--- src/hw/aie_params.svh ---
// constants for the add and and execution datapath
`ifndef AIE_PARAMS_SVH
`define AIE_PARAMS_SVH
`define AIE_DATA_W      8
`define AIE_HALF_BIT    3
`define AIE_SIGN_BIT    7
`define AIE_BYTE_RST    8'h00
`define AIE_FLAG_RST    1'b0
`define AIE_ZERO_BYTE   8'h00
`endif

--- src/hw/aie_pkg.sv ---
// types shared by the execution datapath modules
`include "aie_params.svh"
package aie_pkg;
    // instruction classes presented by the decoder
    typedef enum logic [3:0] {
        AIE_OP_NOP,
        AIE_OP_ADC_ACC,
        AIE_OP_SUM_WITH_CARRY_INTO_MEMORY,
        AIE_OP_ADD_MEM_ACC,
        AIE_OP_ADD_IMM,
        AIE_OP_SUM_INTO_MEMORY,
        AIE_OP_AND_MEM_ACC,
        AIE_OP_AND_IMM,
        AIE_OP_CONJUNCTION_INTO_MEMORY,
        AIE_OP_SKIP,
        AIE_OP_WATCHDOG_PRECLEAR_FIRST,
        AIE_OP_WATCHDOG_PRECLEAR_SECOND,
        AIE_OP_OTHER
    } aie_op_t;

    // which pre-clear instruction ran last
    typedef enum logic [1:0] {
        AIE_PRE_NONE,
        AIE_PRE_FIRST,
        AIE_PRE_SECOND
    } aie_pre_t;

    // whole state of the execution unit
    typedef struct packed {
        logic [`AIE_DATA_W-1:0] work_register;
        logic                   carry;
        logic                   half_carry;
        logic                   signed_range_error;
        logic                   zero_flag;
        logic                   watchdog_expired_flag;
        logic                   sleep_entered_flag;
        aie_pre_t               last_pre;
        logic                   stall;
        logic                   done;
        logic                   mem_wr_en;
        logic [`AIE_DATA_W-1:0] mem_wr_data;
        logic                   wdt_clear;
    } aie_state_t;
endpackage

--- src/hw/aie_alu_if.sv ---
// operand and result bundle between the sequencer and the arithmetic unit
`include "aie_params.svh"
interface aie_alu_if;
    logic [`AIE_DATA_W-1:0] opa;
    logic [`AIE_DATA_W-1:0] opb;
    logic                   cin;
    logic [`AIE_DATA_W-1:0] sum;
    logic [`AIE_DATA_W-1:0] conj;
    logic                   cout;
    logic                   hout;
    logic                   vout;
    modport exec (output opa, opb, cin, input sum, conj, cout, hout, vout);
    modport alu  (input opa, opb, cin, output sum, conj, cout, hout, vout);
endinterface

--- src/hw/aie_alu.sv ---
// adder and and unit with carry, half-carry and overflow outputs
`include "aie_params.svh"
module aie_alu (
    aie_alu_if.alu port_io
);
    import aie_pkg::*;

    logic [`AIE_DATA_W:0]     full_sum;
    logic [`AIE_HALF_BIT+1:0] low_sum;

    // 9-bit and 5-bit sums give bit 7 and bit 3 carries
    always_comb begin
        full_sum = {1'b0, port_io.opa} + {1'b0, port_io.opb}
                   + {{`AIE_DATA_W{1'b0}}, port_io.cin};
        low_sum  = {1'b0, port_io.opa[`AIE_HALF_BIT:0]} + {1'b0, port_io.opb[`AIE_HALF_BIT:0]}
                   + {{(`AIE_HALF_BIT+1){1'b0}}, port_io.cin};
    end

    // result and flag outputs
    assign port_io.sum  = full_sum[`AIE_DATA_W-1:0];
    assign port_io.cout = full_sum[`AIE_DATA_W];
    assign port_io.hout = low_sum[`AIE_HALF_BIT+1];
    assign port_io.vout = (port_io.opa[`AIE_SIGN_BIT] == port_io.opb[`AIE_SIGN_BIT])
                          && (full_sum[`AIE_SIGN_BIT] != port_io.opa[`AIE_SIGN_BIT]);
    assign port_io.conj = port_io.opa & port_io.opb;
endmodule

--- src/hw/aie_exec.sv ---
// execution unit for add, add with carry, and, skip timing and watchdog pre-clear
// Operation
// - a skip takes two cycles when it skips, one when it does not
// - any instruction writing the program counter low byte takes two cycles
// - both pre-clear instructions in succession clear watchdog and sleep flags
// - add with carry to work register updates overflow, zero, half-carry, carry
// - add with carry into memory writes sum back and updates the four flags
// - add from memory into work register, no carry in, four flags updated
// - add immediate into work register, no carry in, four flags updated
// - add into memory writes work register plus byte back, four flags updated
// - and from memory into work register, only zero flag updated
// - and immediate into work register, only zero flag updated
// - and into memory writes result back, only zero flag updated
// - repeating the first pre-clear without the second has no effect
`include "aie_params.svh"
module aie_exec (
    input  wire logic                   clk_sys,
    input  wire logic                   srst,
    input  wire logic                   op_valid,
    output logic                        op_ready,
    input  wire aie_pkg::aie_op_t       op_kind,
    input  wire logic [`AIE_DATA_W-1:0] op_mem_data,
    input  wire logic [`AIE_DATA_W-1:0] op_imm,
    input  wire logic                   op_skip,
    input  wire logic                   op_pcl_write,
    output logic                        op_done,
    output logic                        mem_wr_en,
    output logic [`AIE_DATA_W-1:0]      mem_wr_data,
    output logic [`AIE_DATA_W-1:0]      work_register,
    output logic                        carry,
    output logic                        half_carry,
    output logic                        signed_range_error,
    output logic                        zero_flag,
    input  wire logic                   watchdog_expire_evt,
    input  wire logic                   sleep_enter_evt,
    output logic                        watchdog_expired_flag,
    output logic                        sleep_entered_flag,
    output logic                        wdt_clear
);
    import aie_pkg::*;

    aie_state_t st;
    aie_state_t next_st;
    aie_alu_if  alu_bus ();
    logic       take;
    logic       two_cycle;

    aie_alu u_alu (
        .port_io (alu_bus.alu)
    );

    // handshake and instruction length
    assign op_ready  = !st.stall;
    assign take      = op_valid && op_ready;
    assign two_cycle = op_pcl_write || (op_kind == AIE_OP_SKIP && op_skip);

    // operand selection for the arithmetic unit
    always_comb begin
        alu_bus.opa = st.work_register;
        alu_bus.opb = (op_kind == AIE_OP_ADD_IMM || op_kind == AIE_OP_AND_IMM) ? op_imm
                      : op_mem_data;
        alu_bus.cin = (op_kind == AIE_OP_ADC_ACC
                       || op_kind == AIE_OP_SUM_WITH_CARRY_INTO_MEMORY) ? st.carry : 1'b0;
    end

    // next state
    always_comb begin
        next_st           = st;
        next_st.done      = 1'b0;
        next_st.mem_wr_en = 1'b0;
        next_st.wdt_clear = 1'b0;
        if (st.stall) begin
            next_st.stall = 1'b0; // second machine cycle ends here
            next_st.done  = 1'b1;
        end else if (take) begin
            next_st.stall = two_cycle;
            next_st.done  = !two_cycle;
            if (op_kind != AIE_OP_WATCHDOG_PRECLEAR_FIRST
                && op_kind != AIE_OP_WATCHDOG_PRECLEAR_SECOND) begin
                next_st.last_pre = AIE_PRE_NONE; // anything else breaks the pair
            end
            case (op_kind)
                AIE_OP_ADC_ACC, AIE_OP_ADD_MEM_ACC, AIE_OP_ADD_IMM: begin
                    next_st.work_register = alu_bus.sum;
                end
                AIE_OP_SUM_WITH_CARRY_INTO_MEMORY, AIE_OP_SUM_INTO_MEMORY: begin
                    next_st.mem_wr_en   = 1'b1;
                    next_st.mem_wr_data = alu_bus.sum;
                end
                AIE_OP_AND_MEM_ACC, AIE_OP_AND_IMM: begin
                    next_st.work_register = alu_bus.conj;
                    next_st.zero_flag     = (alu_bus.conj == `AIE_ZERO_BYTE);
                end
                AIE_OP_CONJUNCTION_INTO_MEMORY: begin
                    next_st.mem_wr_en   = 1'b1;
                    next_st.mem_wr_data = alu_bus.conj;
                    next_st.zero_flag   = (alu_bus.conj == `AIE_ZERO_BYTE);
                end
                AIE_OP_WATCHDOG_PRECLEAR_FIRST: begin
                    if (st.last_pre == AIE_PRE_SECOND) begin
                        next_st.last_pre              = AIE_PRE_NONE;
                        next_st.watchdog_expired_flag = `AIE_FLAG_RST;
                        next_st.sleep_entered_flag    = `AIE_FLAG_RST;
                        next_st.wdt_clear             = 1'b1;
                    end else begin
                        next_st.last_pre = AIE_PRE_FIRST;
                    end
                end
                AIE_OP_WATCHDOG_PRECLEAR_SECOND: begin
                    if (st.last_pre == AIE_PRE_FIRST) begin
                        next_st.last_pre              = AIE_PRE_NONE;
                        next_st.watchdog_expired_flag = `AIE_FLAG_RST;
                        next_st.sleep_entered_flag    = `AIE_FLAG_RST;
                        next_st.wdt_clear             = 1'b1;
                    end else begin
                        next_st.last_pre = AIE_PRE_SECOND;
                    end
                end
                default: begin
                end
            endcase
            // every add form updates all four arithmetic flags
            if (op_kind == AIE_OP_ADC_ACC || op_kind == AIE_OP_ADD_MEM_ACC
                || op_kind == AIE_OP_ADD_IMM || op_kind == AIE_OP_SUM_INTO_MEMORY
                || op_kind == AIE_OP_SUM_WITH_CARRY_INTO_MEMORY) begin
                next_st.carry              = alu_bus.cout;
                next_st.half_carry         = alu_bus.hout;
                next_st.signed_range_error = alu_bus.vout;
                next_st.zero_flag          = (alu_bus.sum == `AIE_ZERO_BYTE);
            end
        end
        // a new expiry or sleep entry beats a clear in the same cycle
        if (watchdog_expire_evt) begin
            next_st.watchdog_expired_flag = 1'b1;
        end
        if (sleep_enter_evt) begin
            next_st.sleep_entered_flag = 1'b1;
        end
    end

    // state register
    always_ff @(posedge clk_sys) begin
        if (srst) begin
            next_st_reset: begin
                st.work_register         <= `AIE_BYTE_RST;
                st.carry                 <= `AIE_FLAG_RST;
                st.half_carry            <= `AIE_FLAG_RST;
                st.signed_range_error    <= `AIE_FLAG_RST;
                st.zero_flag             <= `AIE_FLAG_RST;
                st.watchdog_expired_flag <= `AIE_FLAG_RST;
                st.sleep_entered_flag    <= `AIE_FLAG_RST;
                st.last_pre              <= AIE_PRE_NONE;
                st.stall                 <= 1'b0;
                st.done                  <= 1'b0;
                st.mem_wr_en             <= 1'b0;
                st.mem_wr_data           <= `AIE_BYTE_RST;
                st.wdt_clear             <= 1'b0;
            end
        end else begin
            st <= next_st;
        end
    end

    // outputs straight from the state register
    assign op_done               = st.done;
    assign mem_wr_en             = st.mem_wr_en;
    assign mem_wr_data           = st.mem_wr_data;
    assign work_register         = st.work_register;
    assign carry                 = st.carry;
    assign half_carry            = st.half_carry;
    assign signed_range_error    = st.signed_range_error;
    assign zero_flag             = st.zero_flag;
    assign watchdog_expired_flag = st.watchdog_expired_flag;
    assign sleep_entered_flag    = st.sleep_entered_flag;
    assign wdt_clear             = st.wdt_clear;

    // reference sums for the checks below
    logic [`AIE_DATA_W:0]     chk_cs;
    logic [`AIE_DATA_W:0]     chk_ns;
    logic [`AIE_DATA_W:0]     chk_is;
    logic [`AIE_HALF_BIT+1:0] chk_h;
    logic [`AIE_DATA_W-1:0]   chk_an;
    always_comb begin
        chk_cs = {1'b0, st.work_register} + {1'b0, op_mem_data}
                 + {{`AIE_DATA_W{1'b0}}, st.carry};
        chk_ns = {1'b0, st.work_register} + {1'b0, op_mem_data};
        chk_is = {1'b0, st.work_register} + {1'b0, op_imm};
        chk_h  = {1'b0, st.work_register[`AIE_HALF_BIT:0]} + {1'b0, op_mem_data[`AIE_HALF_BIT:0]};
        chk_an = st.work_register & op_mem_data;
    end

    a_skip_two_cycles: assert property (@(posedge clk_sys) disable iff (srst)
        take && op_kind == AIE_OP_SKIP && op_skip |=> !op_ready && !op_done ##1 op_done)
        else $error("taken skip did not last two cycles");
    a_noskip_one_cycle: assert property (@(posedge clk_sys) disable iff (srst)
        take && op_kind == AIE_OP_SKIP && !op_skip && !op_pcl_write |=> op_done && op_ready)
        else $error("untaken skip did not last one cycle");
    a_pcl_two_cycles: assert property (@(posedge clk_sys) disable iff (srst)
        take && op_pcl_write |=> !op_ready ##1 (op_done && op_ready))
        else $error("low byte write did not last two cycles");
    a_preclear_pair_clears: assert property (@(posedge clk_sys) disable iff (srst)
        take && op_kind == AIE_OP_WATCHDOG_PRECLEAR_SECOND && st.last_pre == AIE_PRE_FIRST
        && !watchdog_expire_evt && !sleep_enter_evt
        |=> !watchdog_expired_flag && !sleep_entered_flag && wdt_clear)
        else $error("pre-clear pair did not clear flags");
    a_preclear_repeat_idle: assert property (@(posedge clk_sys) disable iff (srst)
        take && op_kind == AIE_OP_WATCHDOG_PRECLEAR_FIRST && st.last_pre != AIE_PRE_SECOND
        && !watchdog_expire_evt && !sleep_enter_evt
        |=> $stable(watchdog_expired_flag) && $stable(sleep_entered_flag) && !wdt_clear)
        else $error("lone first pre-clear changed flags");
    a_adc_acc_sum: assert property (@(posedge clk_sys) disable iff (srst)
        take && op_kind == AIE_OP_ADC_ACC
        |=> work_register == $past(chk_cs[`AIE_DATA_W-1:0]) && carry == $past(chk_cs[`AIE_DATA_W]))
        else $error("add with carry to work register wrong");
    a_adc_mem_sum: assert property (@(posedge clk_sys) disable iff (srst)
        take && op_kind == AIE_OP_SUM_WITH_CARRY_INTO_MEMORY
        |=> mem_wr_en && mem_wr_data == $past(chk_cs[`AIE_DATA_W-1:0]) && $stable(work_register))
        else $error("add with carry into memory wrong");
    a_add_mem_half: assert property (@(posedge clk_sys) disable iff (srst)
        take && op_kind == AIE_OP_ADD_MEM_ACC
        |=> work_register == $past(chk_ns[`AIE_DATA_W-1:0])
            && half_carry == $past(chk_h[`AIE_HALF_BIT+1])
            && zero_flag == (work_register == `AIE_ZERO_BYTE))
        else $error("add from memory wrong");
    a_add_imm_sum: assert property (@(posedge clk_sys) disable iff (srst)
        take && op_kind == AIE_OP_ADD_IMM
        |=> work_register == $past(chk_is[`AIE_DATA_W-1:0]) && carry == $past(chk_is[`AIE_DATA_W]))
        else $error("add immediate wrong");
    a_add_into_mem: assert property (@(posedge clk_sys) disable iff (srst)
        take && op_kind == AIE_OP_SUM_INTO_MEMORY
        |=> mem_wr_en && mem_wr_data == $past(chk_ns[`AIE_DATA_W-1:0]))
        else $error("add into memory wrong");
    a_and_keeps_carry: assert property (@(posedge clk_sys) disable iff (srst)
        take && (op_kind == AIE_OP_AND_MEM_ACC || op_kind == AIE_OP_AND_IMM)
        |=> $stable(carry) && $stable(half_carry) && $stable(signed_range_error)
            && zero_flag == (work_register == `AIE_ZERO_BYTE))
        else $error("and touched other flags");
    a_and_into_mem: assert property (@(posedge clk_sys) disable iff (srst)
        take && op_kind == AIE_OP_CONJUNCTION_INTO_MEMORY
        |=> mem_wr_en && mem_wr_data == $past(chk_an) && $stable(carry))
        else $error("and into memory wrong");
endmodule

--- config.mk ---
export PLATFORM = sky130hd
export DESIGN_NAME = aie_exec
export DESIGN_NICKNAME = d
export VERILOG_FILES = /design/src/hw/aie_pkg.sv /design/src/hw/aie_alu_if.sv /design/src/hw/aie_alu.sv /design/src/hw/aie_exec.sv
export VERILOG_INCLUDE_DIRS = /design/src /design/src/hw
export SDC_FILE = /design/constraint.sdc
export NUM_CORES = 1
export LEC_CHECK = 0
export CAP_MARGIN = 20
export CORE_MARGIN = 2
export CORE_UTILIZATION = 46
export CTS_CLUSTER_SIZE = 14
export DETAILED_ROUTE_END_ITERATION = 6
export DONT_BUFFER_PORTS = 1
export SLEW_MARGIN = 20
export SYNTH_ARGS = -nofsm -noshare
export SYNTH_HDL_FRONTEND = slang
export SYNTH_HIERARCHICAL = 1
export SYNTH_SLANG_ARGS = --single-unit
export TNS_END_PERCENT = 30
--- constraint.sdc ---
create_clock -name clk_sys -period 4.1 [get_ports clk_sys]
set_input_delay 0.205 -clock clk_sys [delete_from_list [all_inputs] [get_ports clk_sys]]
set_output_delay 0.205 -clock clk_sys [all_outputs]
set_load 0.01 [all_outputs]
Word level (Yosys, flattened, before mapping)
Cells that the tools add are included.
Word-level totals
  output and inout port bits: 26
  logic and storage cells: 98
  register bits after elaboration: 28
Cells by class
  eq/ne operators: 23
  muxes and demuxes: 20
  reductions and logical operators: 35
  add/subtract/negate cells: 4
  bitwise gates (word level): 3
Operator list (number)
  one-hot mux 9 bit (2 select lines): 1
  == test 4 x 3 -> 1 bit, second input constant: 4
  == test 4 bit, second input constant: 4
  zero test 8 bit: 2
  two-way mux 16 bit: 1
  one-hot mux 8 bit (2 select lines): 1
  AND reduction 3 bit: 5
  != test 3 bit, second input constant: 4
  AND reduction 5 bit: 2
  nonzero test 2 bit: 5
  adder 8 x 8 -> 9 bit: 1
  adder 9 x 1 -> 9 bit: 1
  two-way mux 1 bit: 9
  nonzero test 3 bit: 3
  OR reduction 3 bit: 3
  AND 8 bit: 1
  == test 4 x 2 -> 1 bit, second input constant: 2
  two-way mux 2 bit: 4
  two-way mux 8 bit: 1
  != test 4 bit, second input constant: 2
  one-hot mux 4 bit (2 select lines): 1
  logical OR 1 bit: 7
  adder 4 x 4 -> 5 bit: 1
  adder 5 x 1 -> 5 bit: 1
  12 further kinds: 19

Depth between registers and ports, before layout
  depth in word-level cells: 9
  depth in mapped cells: 15

Hierarchy
The synthesis kept the hierarchy.
Modules (own cells, without submodules)
  aie_exec: times used 1, area an instance 1685.4 um2, cells an instance 182, sequential area each 560.5 um2
  aie_alu: times used 1, area an instance 367.9 um2, cells an instance 45, sequential area each 0.0 um2

Least setup slack after synthesis
No wires, ideal clock.
  path kind: input-to-reg
  start: input op_kind[2]
  end: register mem_wr_data[6] (netlist name)
  library setup time: 86 ps
  stages: 14
  data arrival time: 3004 ps
  slack: 1011 ps
  buffers on the path: 1
  required time: 4014 ps
  cells stage by stage: buf_4 nor2b_1 nand2_1 mux2_2 fa_1 inv_1 fa_1 nor2b_1 o31a_1 o31ai_1 a21boi_1 a22o_1 a22oi_1 a211oi_1
On the way
  cells in the longest elaborated chain, start to end: 6
  elaborated cells between the ends (all ways): 17
  classes of those cells: 2 x add/sub; 6 x eq/ne; 3 x mux; 1 x bitwise; 5 x reduce/logical
Ends and longest elaborated chain
  from (decl): RTL line aie_exec.sv:21  | input wire aie_pkg::aie_op_t op_kind,
  == test 4 x 3 -> 1 bit: RTL line aie_exec.sv:60  | alu_bus.opb = (op_kind == AIE_OP_ADD_IMM || op_kind == AIE_OP_AND_IMM) ? op_imm
  logical OR 1 bit *: RTL line aie_exec.sv:60
  two-way mux 8 bit *: RTL line aie_exec.sv:60
  via alu_bus.opb[0]: RTL line aie_alu_if.sv:5  | logic [`AIE_DATA_W-1:0] opb;
  adder 8 x 8 -> 9 bit *: RTL line aie_alu.sv:13  | full_sum = {1'b0, port_io.opa} + {1'b0, port_io.opb}
  adder 9 x 1 -> 9 bit *: RTL line aie_alu.sv:13
  via alu_bus.sum[6]: RTL line aie_alu_if.sv:7  | logic [`AIE_DATA_W-1:0] sum;
  one-hot mux 9 bit (2 select lines) *: RTL line aie_exec.sv:82  | case (op_kind)
Mark *: on every way through the listed nets, which the timed path passes. The rest lies on a longest branch.
A chain may end at the register's enable or synchronous reset.

Final worst setup path
  start: register carry (netlist name)
  end: register zero_flag (netlist name)
On the way
  cells in the longest elaborated chain, start to end: 4
Ends and longest elaborated chain
  two-way mux 1 bit: RTL line aie_exec.sv:63  | || op_kind == AIE_OP_SUM_WITH_CARRY_INTO_MEMORY) ? st.carry : 1'b0;
  via alu_bus.cin: RTL line aie_alu_if.sv:6  | logic cin;
  adder 9 x 1 -> 9 bit: RTL line aie_alu.sv:13
  via alu_bus.sum[6]: RTL line aie_alu_if.sv:7
  zero test 8 bit (no source line)
  two-way mux 1 bit: RTL line aie_exec.sv:123  | if (op_kind == AIE_OP_ADC_ACC || op_kind == AIE_OP_ADD_MEM_ACC
The timed path passes the listed nets, and every way through them passes these cells.

==> results by group <==
Floorplanning
  • Initial core utilization: between 40 and 50%
  • Die X: between 70 and 80 µm
  • Die Y: 70.8 µm
  • Rows: 24
  • Die area: approximately 0.005 mm²
  • Core Area: roughly 0.0043 mm²
  • I/O pin total: 53

STA
  • RSZ-0062 raised after global routing: no
  • Fmax: about 310 MHz
  • Period minus WS final: ~3.2 ns
  • Slew headroom: approximately 28%
  • Fin crit share: between 70 and 80%
  • Fin. max-slew vios: 0
  • Final Hold Vio Count: 0
  • Hold_ws: 0.0459 ns
  • Final setup viols: 0
  • Setup TNS: 0 ns
  • Crit path setup slack, layout: approximately 0.91 ns
  • Clk_skew: about 0.0066 ns
  • Worst Max-Slew Pin Slew: approximately 1.1 ns

Logic synthesis
  • Syn Nets: about 260
  • Post-synthesis cell count: roughly 230
  • Yosys top cell by area: dfxtp_1
  • Synth unique cells: 50
  • Syn avg cell area: slightly above 9 µm²
  • Mapped cell area: between 0.002 and 0.0025 mm²
  • Ranking of synthesized cells by area: dfxtp_1 (27%), buf_4 (6.6%), a211oi_1 (5.5%)
  • Number of flops mapped to enable cells by yosys: 0
  • Sequential-to-total area share from yosys stat: a little over a quarter
  • Synth Register Bits: 28
  • YS warnings: 6
  • Asr flop ratio synth: 0%
  • Prevailing post-synth register cell: dfxtp_1
  • Post-synth top area share: 27.3%

Place
  • Post-place setup slack: roughly 0.89 ns
  • Post-DP HPWL: 3330 µm
  • Placed cell count: 250
  • Placed Area: approximately 0.0019 mm²
  • IO buf count: 0
  • GP Congestion: slightly below 0.9

Global route
  • Initial antenna violation count: 0
  • Largest net degree at the start of global routing: 29
  • Total gr overflow: 0
  • Vias in the first global route: ~1500
  • Global-route wire length before repair: approximately 7000 µm
  • Tot GR Track Use: between 10% and 20%

Drt
  • Final wirelength: ~4500 µm
  • Pre-antenna DRT Iters: 4
  • Via density: approximately 6.0
  • Initial drt markers: 73
  • Antenna-violating nets left: 0
  • DR DRC count: 0
  • Wirelength per Cell: about 18 µm
  • Via Count: approximately 1500

Run status
  • Status: finished clean

Layout
  • Antenna fix cells: 0
  • Cell area after layout: between 0.0015 and 0.002 mm²
  • Fin nets: between 200 and 250
  • Layout Utilization: between 40 and 50%
  • Filler cell count: 420
  • Final Non-Filler Cells: between 200 and 300
  • Area grow syn2layout: -5.55%
  • Share of layout cells above drive strength 1: a little over a tenth

Setup path
  • Critical path peak fanout: 4
  • Critical Path AT: between 3 and 4 ns
  • Setup crit start kind: register
  • Kind of critical path: register to register
  • CP Capture Type: register
  • CP required: roughly 4.3 ns
  • Reg2reg path depth: 12

Hold path
  • HP Class: primary input to register
  • Hold depth: 2

Power
  • Worst vdd ir: ~0.00016 V
  • PD cells: between 300 and 400 mW/mm²
  • Leak: just under 0.8 nW
  • Power Total: 627 µW

Clock network
  • Clock tree sinks: 28
  • Worst-path clk slew: 0.09 ns
  • Worst skew pair latency: 0.28 ns
  • Post-CTS Setup Bufs: 0
  • Clk root buf: clkbuf_8
  • H-tree depth: 1
  • CTS tree: built
  • Num CTS Buffers: 3
  • CTS Buffer Depth: 2

Run
  • Maxcap violations: 0
-- where the power goes --
part	total, mW	internal (mW)	leakage [nW]	switching, mW
logic	0.170	0.0747	0.532	0.0958
registers	0.306	0.287	0.229	0.0192
clock network	0.151	0.0661	0.0216	0.0844
total	0.627	0.428	0.783	0.199
-- synthesized netlist by cell type, types with 5 or more instances --
library cell  instances
a21oi_1              10
ha_1                  8
mux2_2                8
dfxtp_1              28
nor3_1                6
inv_1                 7
a22o_1                9
mux2i_1              11
a22oi_1               8
buf_6                 7
a211oi_1             15
buf_4                18
xnor2_1               5
nor2b_1               6
nor2_1               30
-- placed cells by master (no fill, tap or decap), types with 5 or more instances in the layout --
cell      synthesis  final
nor2_1           30     30
a22o_1            9      9
xnor2_1           5      5
nor2b_1           6      6
inv_1             7      7
mux2_2            8      8
dfxtp_1          28     28
mux2i_1          11     11
a21oi_1          10     10
ha_1              8      8
a22oi_1           8      8
a211oi_1         15     15
nor3_1            6      6
-- path summary, 6_finish.rpt --
path	startpoint	to	slack, ns
setup / recovery	carry$_SDFFE_PP0P_	zero_flag$_SDFFE_PP0P_	0.91
setup reg to reg	carry$_SDFFE_PP0P_	zero_flag$_SDFFE_PP0P_	0.91
hold / removal	watchdog_expire_evt	watchdog_expired_flag$_SDFFE_PP0P_	0.05
hold reg to reg	st[13]$_SDFFE_PP0P_	st[13]$_SDFFE_PP0P_	0.54
-- registers in the layout, summed over array words and instances, names as in the netlist --
register and count:
half_carry 1, mem_wr_data 8, carry 1, mem_wr_en 1, op_done 1, sleep_entered_flag 1, st 3, zero_flag 1
signed_range_error 1, wdt_clear 1, watchdog_expired_flag 1, work_register 8
-- cells by family (layout without fill, tap and decap cells) --
| logic type | Yosys count | in the layout | share of synthesized area [%] |
|---|---|---|---|
| muxes | 20 | 20 | 10.5 |
| adders and majority gates | 10 | 10 | 6.83 |
| xor gates and xnor gates | 7 | 7 | 2.99 |
| and+or+nand+nor | 64 | 64 | 16.7 |
| buffers and inverters | 37 | 12 | 12.6 |
| AOI/OAI and AO/OA | 61 | 61 | 23.1 |
| DFF | 28 | 28 | 27.3 |
-- critical path, cell delays in order (launching register included) --
cell and delay, ns:
dfxtp_1 0.43, nor4b_1 0.59, fa_1 0.35, inv_1 0.07, fa_1 0.40, nor2b_1 0.15, o31a_1 0.15, o31ai_1 0.08
a21boi_1 0.18, nor4_1 0.33, nand4_1 0.13, o211a_1 0.14, nor3_1 0.12
-- repair_timing --
action,4_1_cts,5_1_grt
hold buffers,1,0
resized for setup,0,0
endpoints found under the hold margin,28,0
-- metal layers --
layer	up-vias	share of wire, %	track usage (%)	wire (µm)
met5	-	0	0	0
met4	0	0.47	4.40	21
met3	2	6.2	3.56	277
met2	49	46	28.1	2060
met1	722	47	24.0	2110
li1	763	-	-	-
-- cell type report --
type | count | area, µm² | area share [%]
Timing Repair Buffer | 2 | 12.5 | 0.645
Clock buffer | 3 | 41.3 | 2.13
Multi-Input combinational cell | 162 | 1230 | 63.6
Sequential cell | 28 | 561 | 28.9
Tap cell | 52 | 65.1 | 3.35
Inverter | 7 | 26.3 | 1.35
(Power assumes the default switching activity.)
